--- src/rtl/lia_pkg.sv ---
`default_nettype none

package lia_pkg;

  // ----------------------------------------------------------------------
  // Operation and operand-form encodings
  // ----------------------------------------------------------------------

  // Operation selected by the decoder for this datapath.
  typedef enum logic [3:0] {
    LIA_OP_AND     = 4'h0, // logic_and_op
    LIA_OP_OR      = 4'h1, // logic_or_op
    LIA_OP_XOR     = 4'h2, // logic_xor_op
    LIA_OP_ZERO    = 4'h3, // acc_zero_op
    LIA_OP_INVERT  = 4'h4, // acc_invert_op
    LIA_OP_ROL     = 4'h5, // rotate_left_op
    LIA_OP_ROLC    = 4'h6, // rotate_left_carry_op
    LIA_OP_ROR     = 4'h7, // rotate_right_op
    LIA_OP_RORC    = 4'h8, // rotate_right_carry_op
    LIA_OP_SWAP    = 4'h9  // Nibble swap.
  } lia_op_t;

  // Operand form of a two-operand logic operation.
  typedef enum logic [2:0] {
    LIA_FORM_REG     = 3'h0, // Working register into accumulator.
    LIA_FORM_DIRECT  = 3'h1, // Direct byte into accumulator.
    LIA_FORM_INDIR   = 3'h2, // Indirect RAM into accumulator.
    LIA_FORM_IMM     = 3'h3, // Immediate into accumulator.
    LIA_FORM_DIR_ACC = 3'h4, // Accumulator into direct byte.
    LIA_FORM_DIR_IMM = 3'h5  // Immediate into direct byte.
  } lia_form_t;

  // Sequencer states, Gray coded along idle, fetch, store.
  typedef enum logic [1:0] {
    LIA_ST_IDLE  = 2'h0,
    LIA_ST_FETCH = 2'h1,
    LIA_ST_STORE = 2'h3
  } lia_state_t;

  // ----------------------------------------------------------------------
  // Instruction lengths in bytes
  // ----------------------------------------------------------------------

  localparam logic [1:0] LIA_LEN_REG     = 2'h1;
  localparam logic [1:0] LIA_LEN_DIRECT  = 2'h2;
  localparam logic [1:0] LIA_LEN_INDIR   = 2'h1;
  localparam logic [1:0] LIA_LEN_IMM     = 2'h2;
  localparam logic [1:0] LIA_LEN_DIR_ACC = 2'h2;
  localparam logic [1:0] LIA_LEN_DIR_IMM = 2'h3;
  localparam logic [1:0] LIA_LEN_ACC     = 2'h1;

  // Cycle counts per form, kept for reference by the bench.
  localparam int LIA_CYC_REG     = 1;
  localparam int LIA_CYC_DIRECT  = 2;
  localparam int LIA_CYC_INDIR   = 2;
  localparam int LIA_CYC_IMM     = 2;
  localparam int LIA_CYC_DIR_ACC = 3;
  localparam int LIA_CYC_DIR_IMM = 3;
  localparam int LIA_CYC_ACC     = 1;

  // Nibble width used by the swap, and the accumulator reset value.
  localparam int LIA_NIB_W       = 4;
  localparam logic [7:0] LIA_ACC_RESET = 8'h00;

endpackage

`default_nettype wire

--- src/rtl/lia_logic_alu.sv ---
`default_nettype none

// Overview of operation
// [RULE1] AND, OR and XOR act on each bit position alone, with no carry between bits.
// [RULE2] Working register combined into the accumulator takes one byte and one cycle.
// [RULE3] Direct byte combined into the accumulator takes two bytes and two cycles.
// [RULE4] Indirect RAM combined into the accumulator takes one byte and two cycles.
// [RULE5] Immediate combined into the accumulator takes two bytes and two cycles.
// [RULE6] Accumulator combined into a direct byte writes it back, two bytes, three cycles.
// [RULE7] Immediate combined into a direct byte writes it back, three bytes, three cycles.
// [RULE8] Left rotate exists plain and through carry, one byte and one cycle each.
// [RULE9] Right rotate exists plain and through carry, one byte and one cycle each.
// [RULE10] Nibble swap exchanges the accumulator halves in one byte and one cycle.
// [RULE11] Clear zeroes and complement inverts the accumulator, one byte and one cycle each.
module lia_logic_alu
  import lia_pkg::*;
#(
  parameter int ADDR_W = 8
)(
  input  wire logic              clk,
  input  wire logic              resetn,
  input  wire logic              clkEn,
  input  wire logic              issueValid,
  input  wire logic [3:0]        issueOp,
  input  wire logic [2:0]        issueForm,
  input  wire logic [ADDR_W-1:0] issueAddr,
  input  wire logic [7:0]        issueImm,
  input  wire logic [7:0]        workReg,
  input  wire logic [ADDR_W-1:0] indexReg,
  input  wire logic [7:0]        memRdData,
  input  wire logic              carryLoad,
  input  wire logic              carryLoadData,
  output logic                   ready_q,
  output logic                   done_q,
  output logic [1:0]             instrLen_q,
  output logic [7:0]             acc_q,
  output logic                   carry_q,
  output logic                   memRd_q,
  output logic                   memWr_q,
  output logic [ADDR_W-1:0]      memAddr_q,
  output logic [7:0]             memWrData_q
);

  // ----------------------------------------------------------------------
  // Elaboration check
  // ----------------------------------------------------------------------

  // The direct and indirect spaces need at least a byte of address.
  if (ADDR_W < 8)
  begin : gAddrCheck
    $error("lia_logic_alu: ADDR_W must be at least 8");
  end

  // ----------------------------------------------------------------------
  // Helpers
  // ----------------------------------------------------------------------

  // Bitwise operation; every output bit looks only at its own two inputs.
  function automatic logic [7:0] logicByte(input logic [3:0] op,
                                           input logic [7:0] a,
                                           input logic [7:0] b);
    logic [7:0] r;
    r = 8'h00;
    for (int i = 0; i < 8; i++)
    begin
      case (op)
        LIA_OP_AND: r[i] = a[i] & b[i]; // [RULE1]
        LIA_OP_OR:  r[i] = a[i] | b[i]; // [RULE1]
        LIA_OP_XOR: r[i] = a[i] ^ b[i]; // [RULE1]
        default:    r[i] = a[i];
      endcase
    end
    return r;
  endfunction

  // True for the three two-operand operations.
  function automatic logic isBinary(input logic [3:0] op);
    return (op == LIA_OP_AND) || (op == LIA_OP_OR) || (op == LIA_OP_XOR);
  endfunction

  // True for forms that read a byte from the data space.
  function automatic logic readsMem(input logic [2:0] form);
    return (form == LIA_FORM_DIRECT) || (form == LIA_FORM_INDIR) ||
           (form == LIA_FORM_DIR_ACC) || (form == LIA_FORM_DIR_IMM);
  endfunction

  // ----------------------------------------------------------------------
  // Reset synchroniser
  // ----------------------------------------------------------------------

  logic rstMeta_q;
  logic rstn_q;

  // Release is synchronised so that no flop leaves reset on a skewed edge.
  always_ff @(posedge clk or negedge resetn)
  begin
    if (!resetn)
    begin
      rstMeta_q <= 1'b0;
      rstn_q    <= 1'b0;
    end
    else
    begin
      rstMeta_q <= 1'b1;
      rstn_q    <= rstMeta_q;
    end
  end

  // ----------------------------------------------------------------------
  // Issue decode
  // ----------------------------------------------------------------------

  lia_state_t state_q;
  logic [3:0] op_q;
  logic [2:0] form_q;
  logic [7:0] imm_q;
  logic       take;
  logic       binIssue;
  logic       multi;
  logic [1:0] len;
  logic [7:0] fetchRes;

  assign take     = clkEn && issueValid && ready_q;
  assign binIssue = isBinary(issueOp);
  // Of a binary operation, only the register form and the undefined forms above LIA_FORM_DIR_IMM complete at issue.
  assign multi    = binIssue && (issueForm != LIA_FORM_REG) && (issueForm <= LIA_FORM_DIR_IMM);

  // Byte length reported for program-counter advance.
  always_comb
  begin
    len = LIA_LEN_ACC; // [RULE8] [RULE9] [RULE10] [RULE11]
    if (binIssue)
    begin
      case (issueForm)
        LIA_FORM_REG:     len = LIA_LEN_REG;     // [RULE2]
        LIA_FORM_DIRECT:  len = LIA_LEN_DIRECT;  // [RULE3]
        LIA_FORM_INDIR:   len = LIA_LEN_INDIR;   // [RULE4]
        LIA_FORM_IMM:     len = LIA_LEN_IMM;     // [RULE5]
        LIA_FORM_DIR_ACC: len = LIA_LEN_DIR_ACC; // [RULE6]
        LIA_FORM_DIR_IMM: len = LIA_LEN_DIR_IMM; // [RULE7]
        default:          len = LIA_LEN_ACC;
      endcase
    end
  end

  // Result of the fetch cycle: memory or immediate meets the second operand.
  always_comb
  begin
    case (form_q)
      LIA_FORM_IMM:     fetchRes = logicByte(op_q, acc_q, imm_q);
      LIA_FORM_DIR_ACC: fetchRes = logicByte(op_q, memRdData, acc_q);
      LIA_FORM_DIR_IMM: fetchRes = logicByte(op_q, memRdData, imm_q);
      default:          fetchRes = logicByte(op_q, acc_q, memRdData);
    endcase
  end

  // ----------------------------------------------------------------------
  // Sequencer
  // ----------------------------------------------------------------------

  // Fetch is the second cycle; forms that write memory add a store cycle.
  always_ff @(posedge clk or negedge rstn_q)
  begin
    if (!rstn_q)
    begin
      state_q <= LIA_ST_IDLE;
      ready_q <= 1'b0;
      op_q    <= 4'h0;
      form_q  <= 3'h0;
      imm_q   <= 8'h00;
    end
    else if (clkEn)
    begin
      case (state_q)
        LIA_ST_IDLE:
        begin
          ready_q <= 1'b1;
          if (take && multi)
          begin
            state_q <= LIA_ST_FETCH;
            ready_q <= 1'b0;
            op_q    <= issueOp;
            form_q  <= issueForm;
            imm_q   <= issueImm;
          end
        end
        LIA_ST_FETCH:
        begin
          if ((form_q == LIA_FORM_DIR_ACC) || (form_q == LIA_FORM_DIR_IMM))
          begin
            state_q <= LIA_ST_STORE; // [RULE6] [RULE7]
          end
          else
          begin
            state_q <= LIA_ST_IDLE; // [RULE3] [RULE4] [RULE5]
            ready_q <= 1'b1;
          end
        end
        LIA_ST_STORE:
        begin
          state_q <= LIA_ST_IDLE;
          ready_q <= 1'b1;
        end
        default:
        begin
          state_q <= LIA_ST_IDLE;
          ready_q <= 1'b1;
        end
      endcase
    end
  end

  // ----------------------------------------------------------------------
  // Accumulator and carry
  // ----------------------------------------------------------------------

  // Single-cycle forms commit at the issue edge; fetch forms into the accumulator one edge later.
  always_ff @(posedge clk or negedge rstn_q)
  begin
    if (!rstn_q)
    begin
      acc_q   <= LIA_ACC_RESET;
      carry_q <= 1'b0;
    end
    else if (clkEn)
    begin
      if (carryLoad)
      begin
        carry_q <= carryLoadData;
      end
      if (take && !multi)
      begin
        case (issueOp)
          LIA_OP_AND, LIA_OP_OR, LIA_OP_XOR:
            acc_q <= logicByte(issueOp, acc_q, workReg); // [RULE2]
          LIA_OP_ZERO:   acc_q <= 8'h00;  // [RULE11]
          LIA_OP_INVERT: acc_q <= ~acc_q; // [RULE11]
          LIA_OP_ROL:    acc_q <= {acc_q[6:0], acc_q[7]}; // [RULE8]
          LIA_OP_ROLC:
          begin
            acc_q   <= {acc_q[6:0], carry_q}; // [RULE8]
            carry_q <= acc_q[7];
          end
          LIA_OP_ROR:    acc_q <= {acc_q[0], acc_q[7:1]}; // [RULE9]
          LIA_OP_RORC:
          begin
            acc_q   <= {carry_q, acc_q[7:1]}; // [RULE9]
            carry_q <= acc_q[0];
          end
          LIA_OP_SWAP:
            acc_q <= {acc_q[LIA_NIB_W-1:0], acc_q[7:LIA_NIB_W]}; // [RULE10]
          default:       acc_q <= acc_q;
        endcase
      end
      else if ((state_q == LIA_ST_FETCH) && (form_q <= LIA_FORM_IMM))
      begin
        acc_q <= fetchRes; // [RULE3] [RULE4] [RULE5]
      end
    end
  end

  // ----------------------------------------------------------------------
  // Data-space port
  // ----------------------------------------------------------------------

  // Reads are asserted in the fetch cycle; memory answers in that cycle.
  always_ff @(posedge clk or negedge rstn_q)
  begin
    if (!rstn_q)
    begin
      memRd_q     <= 1'b0;
      memWr_q     <= 1'b0;
      memAddr_q   <= '0;
      memWrData_q <= 8'h00;
    end
    else if (clkEn)
    begin
      memRd_q <= take && multi && readsMem(issueForm);
      memWr_q <= (state_q == LIA_ST_FETCH) && (form_q >= LIA_FORM_DIR_ACC); // [RULE6] [RULE7]
      if (take && multi)
      begin
        memAddr_q <= (issueForm == LIA_FORM_INDIR) ? indexReg : issueAddr; // [RULE4]
      end
      if (state_q == LIA_ST_FETCH)
      begin
        memWrData_q <= fetchRes; // [RULE6] [RULE7]
      end
    end
  end

  // ----------------------------------------------------------------------
  // Completion
  // ----------------------------------------------------------------------

  // Done pulses in the first cycle after the last cycle of the instruction.
  always_ff @(posedge clk or negedge rstn_q)
  begin
    if (!rstn_q)
    begin
      done_q     <= 1'b0;
      instrLen_q <= 2'h0;
    end
    else if (clkEn)
    begin
      done_q <= (take && !multi) || (state_q == LIA_ST_STORE) ||
                ((state_q == LIA_ST_FETCH) && (form_q <= LIA_FORM_IMM));
      if (take)
      begin
        instrLen_q <= len;
      end
    end
  end

endmodule // lia_logic_alu

`default_nettype wire

--- config.mk ---
export PLATFORM = sky130hd
export DESIGN_NAME = lia_logic_alu
export DESIGN_NICKNAME = d
export VERILOG_FILES = /design/src/rtl/lia_pkg.sv /design/src/rtl/lia_logic_alu.sv
export SDC_FILE = /design/constraint.sdc
export NUM_CORES = 1
export LEC_CHECK = 0
export BUFFER_PORTS_ARGS = -buffer_cell sky130_fd_sc_hd__buf_4
export CAP_MARGIN = 15
export CORE_MARGIN = 2
export CORE_UTILIZATION = 45
export DETAILED_ROUTE_END_ITERATION = 12
export GPL_TIMING_DRIVEN = 1
export PLACE_DENSITY = 0.77
export SYNTH_ARGS = -nofsm -noshare
export SYNTH_HDL_FRONTEND = slang
export SYNTH_SLANG_ARGS = --single-unit
--- constraint.sdc ---
create_clock -name clk -period 2.75 [get_ports clk]
set_input_delay 0.275 -clock clk [delete_from_list [all_inputs] [get_ports clk]]
set_output_delay 0.275 -clock clk [all_outputs]
set_load 0.005 [all_outputs]
======== Word level (Yosys, flattened, before mapping) ========
Index checks and enable logic that the tools add are counted.
cells by class
  $lt $le $gt $ge ......................... 3
  shift-type cells ........................ 0
  bitwise gates (word level) .............. 97
  multipliers ............................. 0
  equality and inequality tests ........... 25
  div/mod/pow operators ................... 0
  multiplexer cells ....................... 56
  add/sub/neg operators ................... 0
  reduce and logical (&&, ||, !) cells .... 32
operators by type and width
  operator                                                                 number
  1-bit case mux with 3 select lines                                       40
  8-bit case mux with 8 select lines                                       1
  1-bit bitwise AND                                                        32
  1-bit bitwise OR                                                         32
  1-bit XOR                                                                32
  8-bit two-way mux                                                        3
  8-bit case mux with 3 select lines                                       1
  4-bit by 3-bit == test with 1-bit output, second input constant          4
  3-bit == test, second input constant                                     4
  4-bit by 2-bit == test with 1-bit output, second input constant          3
  2-bit AND reduction                                                      5
  3-bit by 2-bit == test with 1-bit output, second input constant          3
  1-bit logical AND                                                        9
  9-bit by 1-bit inequality test with 1-bit output, second input constant  1
  4-bit by 1-bit == test with 1-bit output, second input constant          2
  4-bit == test, second input constant                                     2
  4-bit logical NOT                                                        2
  1-bit logical OR                                                         8
  8-bit inverter                                                           1
  2-bit case mux with 2 select lines                                       2
  2-bit two-way mux                                                        3
  3-bit OR reduction                                                       2
  5-bit inequality test, second input constant                             1
  1-bit two-way mux                                                        4
  14 further kinds                                                         16
storage, ports and cells
  memories kept ........................... 0
  word-level logic and storage cells ...... 228
  latch bits .............................. 0
  output and inout port bits .............. 31
  register bits ........................... 50
  memory bits (read-only) ................. 0
  input bits .............................. 53
  memory bits (writable) .................. 0

======== Longest topological paths before layout ========
Gate-level depths: netlist (run 1).
  depth after elaboration ................. 9
  depth in mapped cells ................... 9
  depth with buffers taken out ............ 8

======== Least setup slack after synthesis (run 1) ========
No wires, ideal clock.
  path type ............................... register -> register
  start ................................... reg acc_q[3]
  end ..................................... reg acc_q[3]
  period minus slack after synthesis ...... 2070 ps
  setup time .............................. 124 ps
  arrival ................................. 1946 ps
  slack ................................... 680 ps
  required time ........................... 2626 ps
  buffers on the path ..................... 0
  stages on the path, launching flop included .. 8
  cell sequence ........................... dfrtp_1 > ha_1 > or2_2 > a32oi_1 > o22ai_1 > a221oi_1 > nor3_1 > o31a_1
between the ends
  word-level cells in the longest chain between the ends .. 5
  elaborated cells between the ends (all ways) .. 18
  those cells by class .................... mux: 8; bitwise: 10
RTL lines
  what                                RTL line              RTL
  from (decl)                         lia_logic_alu.sv:36   output logic [7:0] acc_q,
  from (signal assigned)              lia_logic_alu.sv:235  acc_q <= logicByte(issueOp, acc_q, workReg);
  from (signal assigned)              lia_logic_alu.sv:237  LIA_OP_INVERT: acc_q <= ~acc_q;
  from (signal assigned)              lia_logic_alu.sv:238  LIA_OP_ROL: acc_q <= {acc_q[6:0], acc_q[7]};
  1-bit XOR (tied with other cells)   lia_logic_alu.sv:69   LIA_OP_XOR: r[i] = a[i] ^ b[i];
  1-bit case mux with 3 select lines  lia_logic_alu.sv:66   case (op)
  8-bit case mux with 3 select lines  lia_logic_alu.sv:149  case (form_q)
  8-bit two-way mux                   lia_logic_alu.sv:255  else if ((state_q == LIA_ST_FETCH) && (form_q <= LIA_FORM_IMM))
  8-bit two-way mux (*)               lia_logic_alu.sv:231  if (take && !multi)
Mark *: on every way between the ends. The rest lies on a longest branch, timed or not. The select of a mux whose other input is x is not followed.
A chain may end at the register's enable or synchronous reset.

======== Worst setup path in the final report (run 1) ========
  start ................................... reg form_q[1]
  end ..................................... reg acc_q[6]
between the ends
  word-level cells in the longest chain between the ends .. 4
  elaborated cells between the ends (all ways) .. 10
  those cells by class .................... order compare: 1; eq/ne: 3; mux: 3; reduce/logical: 3
RTL lines
  what                                                                               RTL line                                    RTL
  from (decl)                                                                        lia_logic_alu.sv:115                        logic [2:0] form_q;
  from (signal assigned)                                                             lia_logic_alu.sv:183                        form_q <= issueForm;
  3-bit by 2-bit less-or-equal comparator with 1-bit output (tied with other cells)  lia_logic_alu.sv:255
  1-bit logical AND or 8-bit case mux with 3 select lines (tied branches)            lia_logic_alu.sv:255, lia_logic_alu.sv:149
  2-bit nonzero test (no source line) or 8-bit two-way mux (tied branches)           --
  4-bit AND reduction (no source line) or 8-bit two-way mux (tied branches)          --
  to (signal assigned)                                                               lia_logic_alu.sv:251                        acc_q <= {acc_q[LIA_NIB_W-1:0], acc_q[7:LIA_NIB_W]};
  to (signal assigned)                                                               lia_logic_alu.sv:252                        default: acc_q <= acc_q;
  to (signal assigned)                                                               lia_logic_alu.sv:257                        acc_q <= fetchRes;
Several ways; a longest one is shown, not always the timed one. The select of a mux whose other input is x is not followed.

==> run metrics, run 1 <==
status=complete, no violations; fin crit period=2.45 ns; Die Wd=107 µm; RePlAce Congestion=0.984; syn avg cell area=7.91 µm²; vias per cell=6.07; clock root buffer=clkbuf_8; setup_tns=0 ns; drt total wl=14300 µm; number of synthesis warnings=0; largest family of logic cells by synthesized area=compound AO/OA/AOI/OAI gates; DR iter-0 viols=599; DP HPWL=10800 µm; clock slew at reported path FFs=0.11 ns; Starting Density=0.462; die height=107 µm; Crit Path Category=reg -> reg; asr flop ratio synth=1.00; grt ovf=0; share of cells above drive strength 1=0.190; Post-Synthesis Cells=601; Leak=2.64 nW; fin crit share=0.890; crit end category=register; Max H-tree Level=2; reg-to-reg slack, setup=0.30 ns; Syn Nets=718; DIE AREA=0.0114 mm²; Slew @ Worst Pin=0.747 ns; Post-Synth XOR/XNOR Area=0.00184; Seq/Total Area, Yosys=0.263; CTS tree=done; Slew headroom=0.502; CP Data Arrival Time=2.68 ns; clk_lat worst skew=0.32 ns; RSZ-0062 raised after global routing=no; Simple-Gate Fraction of Synth Area=0.175; via count=4915; initial antenna violation count=0; P&R area growth vs syn=19.0%; critical-path maximum fanout=12; Core Area=0.0103 mm²; #FFs+latches synth=50; Final setup viols=0; IO Count=84; PD cells=797 mW/mm²; Finished Cell Area=0.00565 mm²; first-pass GRT wire length=23100 µm; f_max=409 MHz; synthesized area=0.00475 mm²; mux share of post-synthesis cell area=0.0282; Min-Delay Path Class=reg -> async; filler cell count=962; DRT antenna net count=0; Setup Skew=0.00639 ns; Rows=37; adder-cell area share of the yosys netlist=0.169; Antenna Cells=0; Critical Path Start=form_q[1]$_DFFE_PN0P_; largest net degree at the start of global routing=49; per-cell routed wire length=17.7 µm; DR pass1 iterations=7; final hold viol count=0; CTS Buffer Depth=2; final core occ=0.550; # DRC=0; clk sinks=50; placed instance area=0.00553 mm²; nets=790; CP Launch Type=register; max-cap viol count=0; GR Util All Layers=0.250; fin. max-slew vios=0; dominant synthesized flop cell=dfrtp_1; vias in the first global route=4679; Num CTS Buffers=5; worst flop-to-flop path startpoint=form_q[1]$_DFFE_PN0P_; Yosys cell types=65; PortBufs=83; Critical Path RT=2.98 ns; Post-synth EDFFs=0; maximum vdd ir drop=0.000372 V; complex-gate fraction of the synthesized area=0.293; worst hold slack=0.123 ns
==> metal layers <==
metal  wire, µm  vias up  GRT usage
met3       1140       52     0.0261
met5          0        -          0
met4        413        0     0.0928
met1       5990     2272      0.338
li1           -     2313          -
met2       6790      278      0.414
==> area by class of cell <==
type | instances | area [µm²] | area share
Tap cell | 136 | 170 | 0.0301
Clock buffer | 5 | 68.8 | 0.0122
Sequential cell | 50 | 1250 | 0.222
Clock inverter | 3 | 28.8 | 0.00509
Multi-Input combinational cell | 469 | 3170 | 0.560
Timing Repair Buffer | 106 | 811 | 0.143
Inverter | 41 | 154 | 0.0272
==> Yosys cell counts (5+ instances only) <==
| master | count | share of area |
|---|---|---|
| nand2_1 | 69 | 0.055 |
| ha_1 | 64 | 0.17 |
| o21ai_0 | 59 | 0.062 |
| dfrtp_1 | 50 | 0.26 |
| a21oi_1 | 49 | 0.052 |
| inv_1 | 40 | 0.032 |
| nor2_1 | 40 | 0.032 |
| clkbuf_1 | 25 | 0.020 |
| o22ai_1 | 18 | 0.024 |
| a211oi_1 | 13 | 0.021 |
| nand3_1 | 11 | 0.012 |
| buf_2 | 10 | 0.011 |
| mux2i_1 | 10 | 0.021 |
| nand2b_1 | 10 | 0.013 |
| nor2b_1 | 9 | 0.012 |
| o211ai_1 | 8 | 0.013 |
| nor3_1 | 7 | 0.0074 |
| a22oi_1 | 6 | 0.0095 |
| a31oi_1 | 6 | 0.0079 |
| o31ai_1 | 5 | 0.0079 |
| or2_2 | 5 | 0.0066 |
==> power by group <==
part           total, W  internal (W)  switching (W)
Sequential      0.00131      0.000967       0.000344
Combinational   0.00272       0.00117        0.00155
Clock          0.000475      0.000189       0.000286
Total           0.00451       0.00232        0.00218
==> placed cells by master (no fill, tap or decap), types with 4 or more instances in the layout <==
master | synthesis | layout
a211oi_1 | 13 | 13
mux2i_1 | 10 | 10
o21ai_0 | 59 | 59
ha_1 | 64 | 64
a32oi_1 | 4 | 4
a21oi_1 | 49 | 49
buf_4 | 1 | 104
inv_1 | 40 | 40
a22oi_1 | 6 | 6
a31oi_1 | 6 | 6
a211o_1 | 4 | 4
o221ai_1 | 4 | 4
o22a_1 | 4 | 4
nand2b_1 | 10 | 10
clkbuf_8 | 0 | 5
nor2_1 | 40 | 40
nor3_1 | 7 | 7
or2_2 | 5 | 5
o31ai_1 | 5 | 5
dfrtp_1 | 50 | 49
o22ai_1 | 18 | 18
nand2_1 | 69 | 69
nor2b_1 | 9 | 9
o21a_1 | 4 | 4
and3_1 | 4 | 4
nand3_1 | 11 | 11
o32ai_1 | 4 | 4
o211ai_1 | 8 | 8
==> per-stage QoR <==
stage                     total power, W  setup WS (ns)  cells
final                            0.00451          0.304    810
after global routing             0.00484          0.175    810
after CTS                        0.00444          0.390    809
after detailed placement         0.00394          0.300    800
after global placement           0.00385          0.416    800
after floorplan                  0.00288          0.680    601
==> worst paths after layout <==
path                       depth (start not counted)                         end
setup / recovery                                   7        acc_q[6]$_DFFE_PN0P_
max in group asynchronous                          1  memWrData_q[2]$_DFFE_PN0P_
hold reg to reg                                    0        imm_q[5]$_DFFE_PN0P_
setup reg to reg                                   7        acc_q[6]$_DFFE_PN0P_
min in group clk                                   3        imm_q[4]$_DFFE_PN0P_
hold / removal                                     0        imm_q[5]$_DFFE_PN0P_
==> state kept, by name, indices dropped and copies added (netlist names) <==
| signal | flops |
|---|---|
| acc_q | 8 |
| imm_q | 8 |
| memAddr_q | 8 |
| memWrData_q | 8 |
| op_q | 4 |
| form_q | 3 |
| instrLen_q | 2 |
| state_q | 2 |
| carry_q | 1 |
| done_q | 1 |
| memRd_q | 1 |
| memWr_q | 1 |
| ready_q | 1 |
| rstMeta_q | 1 |
| rstn_q | 1 |
==> critical path, cell delays in order (launching register included) <==
cell and delay [ns]:
dfrtp_1 0.54, nor2b_1 0.56, nand3_1 0.42, a21oi_1 0.23
nor4_1 0.08, buf_4 0.15, o22a_1 0.20, o21ai_0 0.18
==> logic make-up (layout without fill, tap and decap cells) <==
group | after synthesis | count (layout)
xor gates and xnor gates | 1 | 1
and+or+nand+nor | 174 | 174
other | 1 | 1
buffers and inverters | 82 | 155
muxes | 13 | 13
adders and majority gates | 64 | 64
DFF | 50 | 50
AOI/OAI and AO/OA | 216 | 216
==> timing repair <==
item	4_1_cts	5_1_grt
gates resized for setup	0	0
hold endpoints to repair	2	0
setup buffers	0	0
hold buffers	1	0
Note: power is estimated with default switching activity, not from simulation.
==> run 2, diff against run 1 <==
--- a/config.mk
+++ b/config.mk
@@ -11,7 +11,7 @@
 export CORE_UTILIZATION = 45
 export DETAILED_ROUTE_END_ITERATION = 12
 export GPL_TIMING_DRIVEN = 1
-export PLACE_DENSITY = 0.77
+export PLACE_DENSITY_LB_ADDON = 0.12
 export SYNTH_ARGS = -nofsm -noshare
 export SYNTH_HDL_FRONTEND = slang
 export SYNTH_SLANG_ARGS = --single-unit
==> run 2 against run 1 <==
  * Fmax rose by 1.7%
  * Clock skew barely moved
  * First-iteration DRC count fell by 51%
  * Sequential share of layout area fell by 0.19 points
  * Count of clock-buffer cells in the layout rose by 1
  * Critical path type unchanged
  * Largest cell class unchanged
  * Non-clock buffer count rose by 5
  * Total power rose by 1.6%
  * Critical path depth fell by 1
  * Final cell count rose by 0.62%
==> run metrics, run 2 (synthesis results as in run 1) <==
status=complete, no violations; # DRC=0 (unchanged); DR pass1 iterations=5 (-2); Worst Hold End=imm_q[4]$_DFFE_PN0P_; # Post-CTS Setup Buffers=0 (unchanged); nets=795 (+0.63%); Register Area=0.00125 mm² (unchanged); max-cap viol count=0 (unchanged); multi-input logic area=0.00317 mm² (unchanged); clk_lat worst skew=0.31 ns (about the same); Sequential Power Share=0.285 (-0.006); CP Launch Type=register; reg-to-reg slack, setup=0.34 ns (+0.04 ns); Starting Density=0.462 (unchanged); PD cells=803 mW/mm² (+0.69%); DRT antenna net count=0 (unchanged); grt ovf=0 (unchanged); Hold Startpoint=issueImm[4]; clk sinks=50 (unchanged); first-pass GRT wire length=23200 µm (+0.30%); Slew headroom=0.499 (-0.00286); clock root buffer=clkbuf_8; Logic pwr share=0.592 (-0.012); Antenna Cells=0 (unchanged); drt total wl=14200 µm (-0.68%); maximum vdd ir drop=0.000379 V (+1.9%); commonest non-fill, non-tap cell in the layout=buf_4; final hold viol count=0 (unchanged); Core Area=0.0103 mm² (unchanged); RePlAce Congestion=0.906 (-7.9%); filler cell count=1015 (+5.5%); CP Data Arrival Time=2.58 ns (-0.10 ns); critical-path maximum fanout=24 (+12); CTS tree=done; P&R area growth vs syn=20.0%; Slew @ Worst Pin=0.746 ns (-0.00144 ns); Finished Cell Area=0.00570 mm² (+0.86%); Num CTS Buffers=5 (unchanged); Net Sw Frac=0.462 (-0.0221); FF-to-FF path depth=6 (-1); final non-filler cell total=815 (+0.62%); CTS Buffer Depth=2 (unchanged); Setup Skew=0.00619 ns (-0.000199 ns); Min-Delay Path Class=in -> reg; Die Wd=107 µm (unchanged); worst flop-to-flop path startpoint=op_q[0]$_DFFE_PN0P_; DP HPWL=11000 µm (+1.0%); DR iter-0 viols=296 (-51%); largest net degree at the start of global routing=34 (-31%); initial antenna violation count=0 (unchanged); clock group share of total power=0.123 (+0.018); per-cell routed wire length=17.5 µm (-1.3%); via count=4743 (-3.5%); Leak=2.67 nW (+1.1%); Crit Path Category=reg -> reg; Max H-tree Level=2 (unchanged); RSZ-0062 raised after global routing=no; worst reg2reg endpoint=acc_q[7]$_DFFE_PN0P_; P_int=0.00246 W (+5.9%); clock slew at reported path FFs=0.10 ns (about the same); f_max=416 MHz (+1.7%); placed instance area=0.00557 mm² (+0.82%); fin crit share=0.875 (-0.0149); Post-Place Cells=806 (+0.75%); Final Total Pwr=0.00458 W (+1.6%); setup_tns=0 ns (unchanged); vias in the first global route=4519 (-3.4%); Rows=37 (unchanged); IO Count=84 (unchanged); vias per cell=5.82 (-4.1%); DIE AREA=0.0114 mm² (unchanged); crit end category=register; share of cells above drive strength 1=0.196 (+0.00597); PortBufs=83 (unchanged); fin. max-slew vios=0 (unchanged); Min-Delay Path Depth=3; die height=107 µm (unchanged); Critical Path RT=2.93 ns (-0.05 ns); commonest cells after routing, fill and taps aside=110 x buf_4, 69 x nand2_1, 64 x ha_1; fin crit period=2.41 ns (-0.0409 ns); GR Util All Layers=0.253 (+0.00329); Final setup viols=0 (unchanged); sw power=0.00212 W (-3.1%)
run 2: cell count changes in the layout (fill, tap and decap cells not counted):
cell | previous run | this run
clkinv_4 | 2 | 0
buf_4 | 104 | 110
buf_12 | 1 | 0
inv_8 | 1 | 0
clkbuf_8 | 5 | 6
inv_6 | 0 | 1
bufinv_16 | 0 | 1
run 2: per-layer routing:
layer	up-vias	global-route usage	part of all wire
met2	157	0.422	0.48
met5	-	0	0
met1	2244	0.348	0.45
met4	0	0.0714	0.021
met3	21	0.0286	0.054
li1	2321	-	-
run 2: critical path, stage by stage, from the launching register on:
cell and delay (ns):
dfrtp_1 0.69, buf_4 0.36, a211oi_1 0.12, a21oi_1 0.20
o22ai_1 0.12, a311oi_1 0.60, o211ai_1 0.18
run 2: worst max path at each step:
| stage | from | to | slack (ns) |
|---|---|---|---|
| 2_1_floorplan | acc_q[3]$_DFFE_PN0P_ | acc_q[3]$_DFFE_PN0P_ | 0.68 |
| 3_3_place_gp | issueOp[2] | acc_q[4]$_DFFE_PN0P_ | 0.43 |
| 3_5_place_dp | issueOp[2] | acc_q[4]$_DFFE_PN0P_ | 0.34 |
| 4_1_cts | op_q[0]$_DFFE_PN0P_ | memWrData_q[7]$_DFFE_PN0P_ | 0.39 |
| 5_1_grt | op_q[0]$_DFFE_PN0P_ | memWrData_q[7]$_DFFE_PN0P_ | 0.16 |
| 6_report | op_q[0]$_DFFE_PN0P_ | acc_q[7]$_DFFE_PN0P_ | 0.34 |
run 2: timing repair:
action,4_1_cts,5_1_grt
endpoints found under the hold margin,2,0
gates resized for setup,0,0
hold buffers,1,0
run 2: final cells by class:
type                    instances  share of cell area
well taps                     136              0.0298
multi-input cells             469               0.556
clock buffers                   6              0.0145
clock inverters                 2             0.00680
flip-flops and latches         50               0.220
repair buffers                111               0.147
inverters                      41              0.0270
run 2: power groups by stage:
stage               sequential (W)  clock [W]  combinational, W
floorplan                  0.00122          0           0.00166
global placement           0.00131          0           0.00262
detailed placement         0.00132          0           0.00268
CTS                        0.00130   0.000583           0.00270
global route               0.00135   0.000613           0.00303
finish                     0.00130   0.000565           0.00271
run 2: stage by stage:
step                      utilization  setup slack, ns  hold slack, ns
after floorplan                     -            0.680         -0.0206
after global placement          0.542            0.428          0.0588
after detailed placement        0.542            0.336          0.0586
after CTS                       0.555            0.393           0.153
after global routing            0.555            0.163           0.169
final                           0.555            0.345           0.161
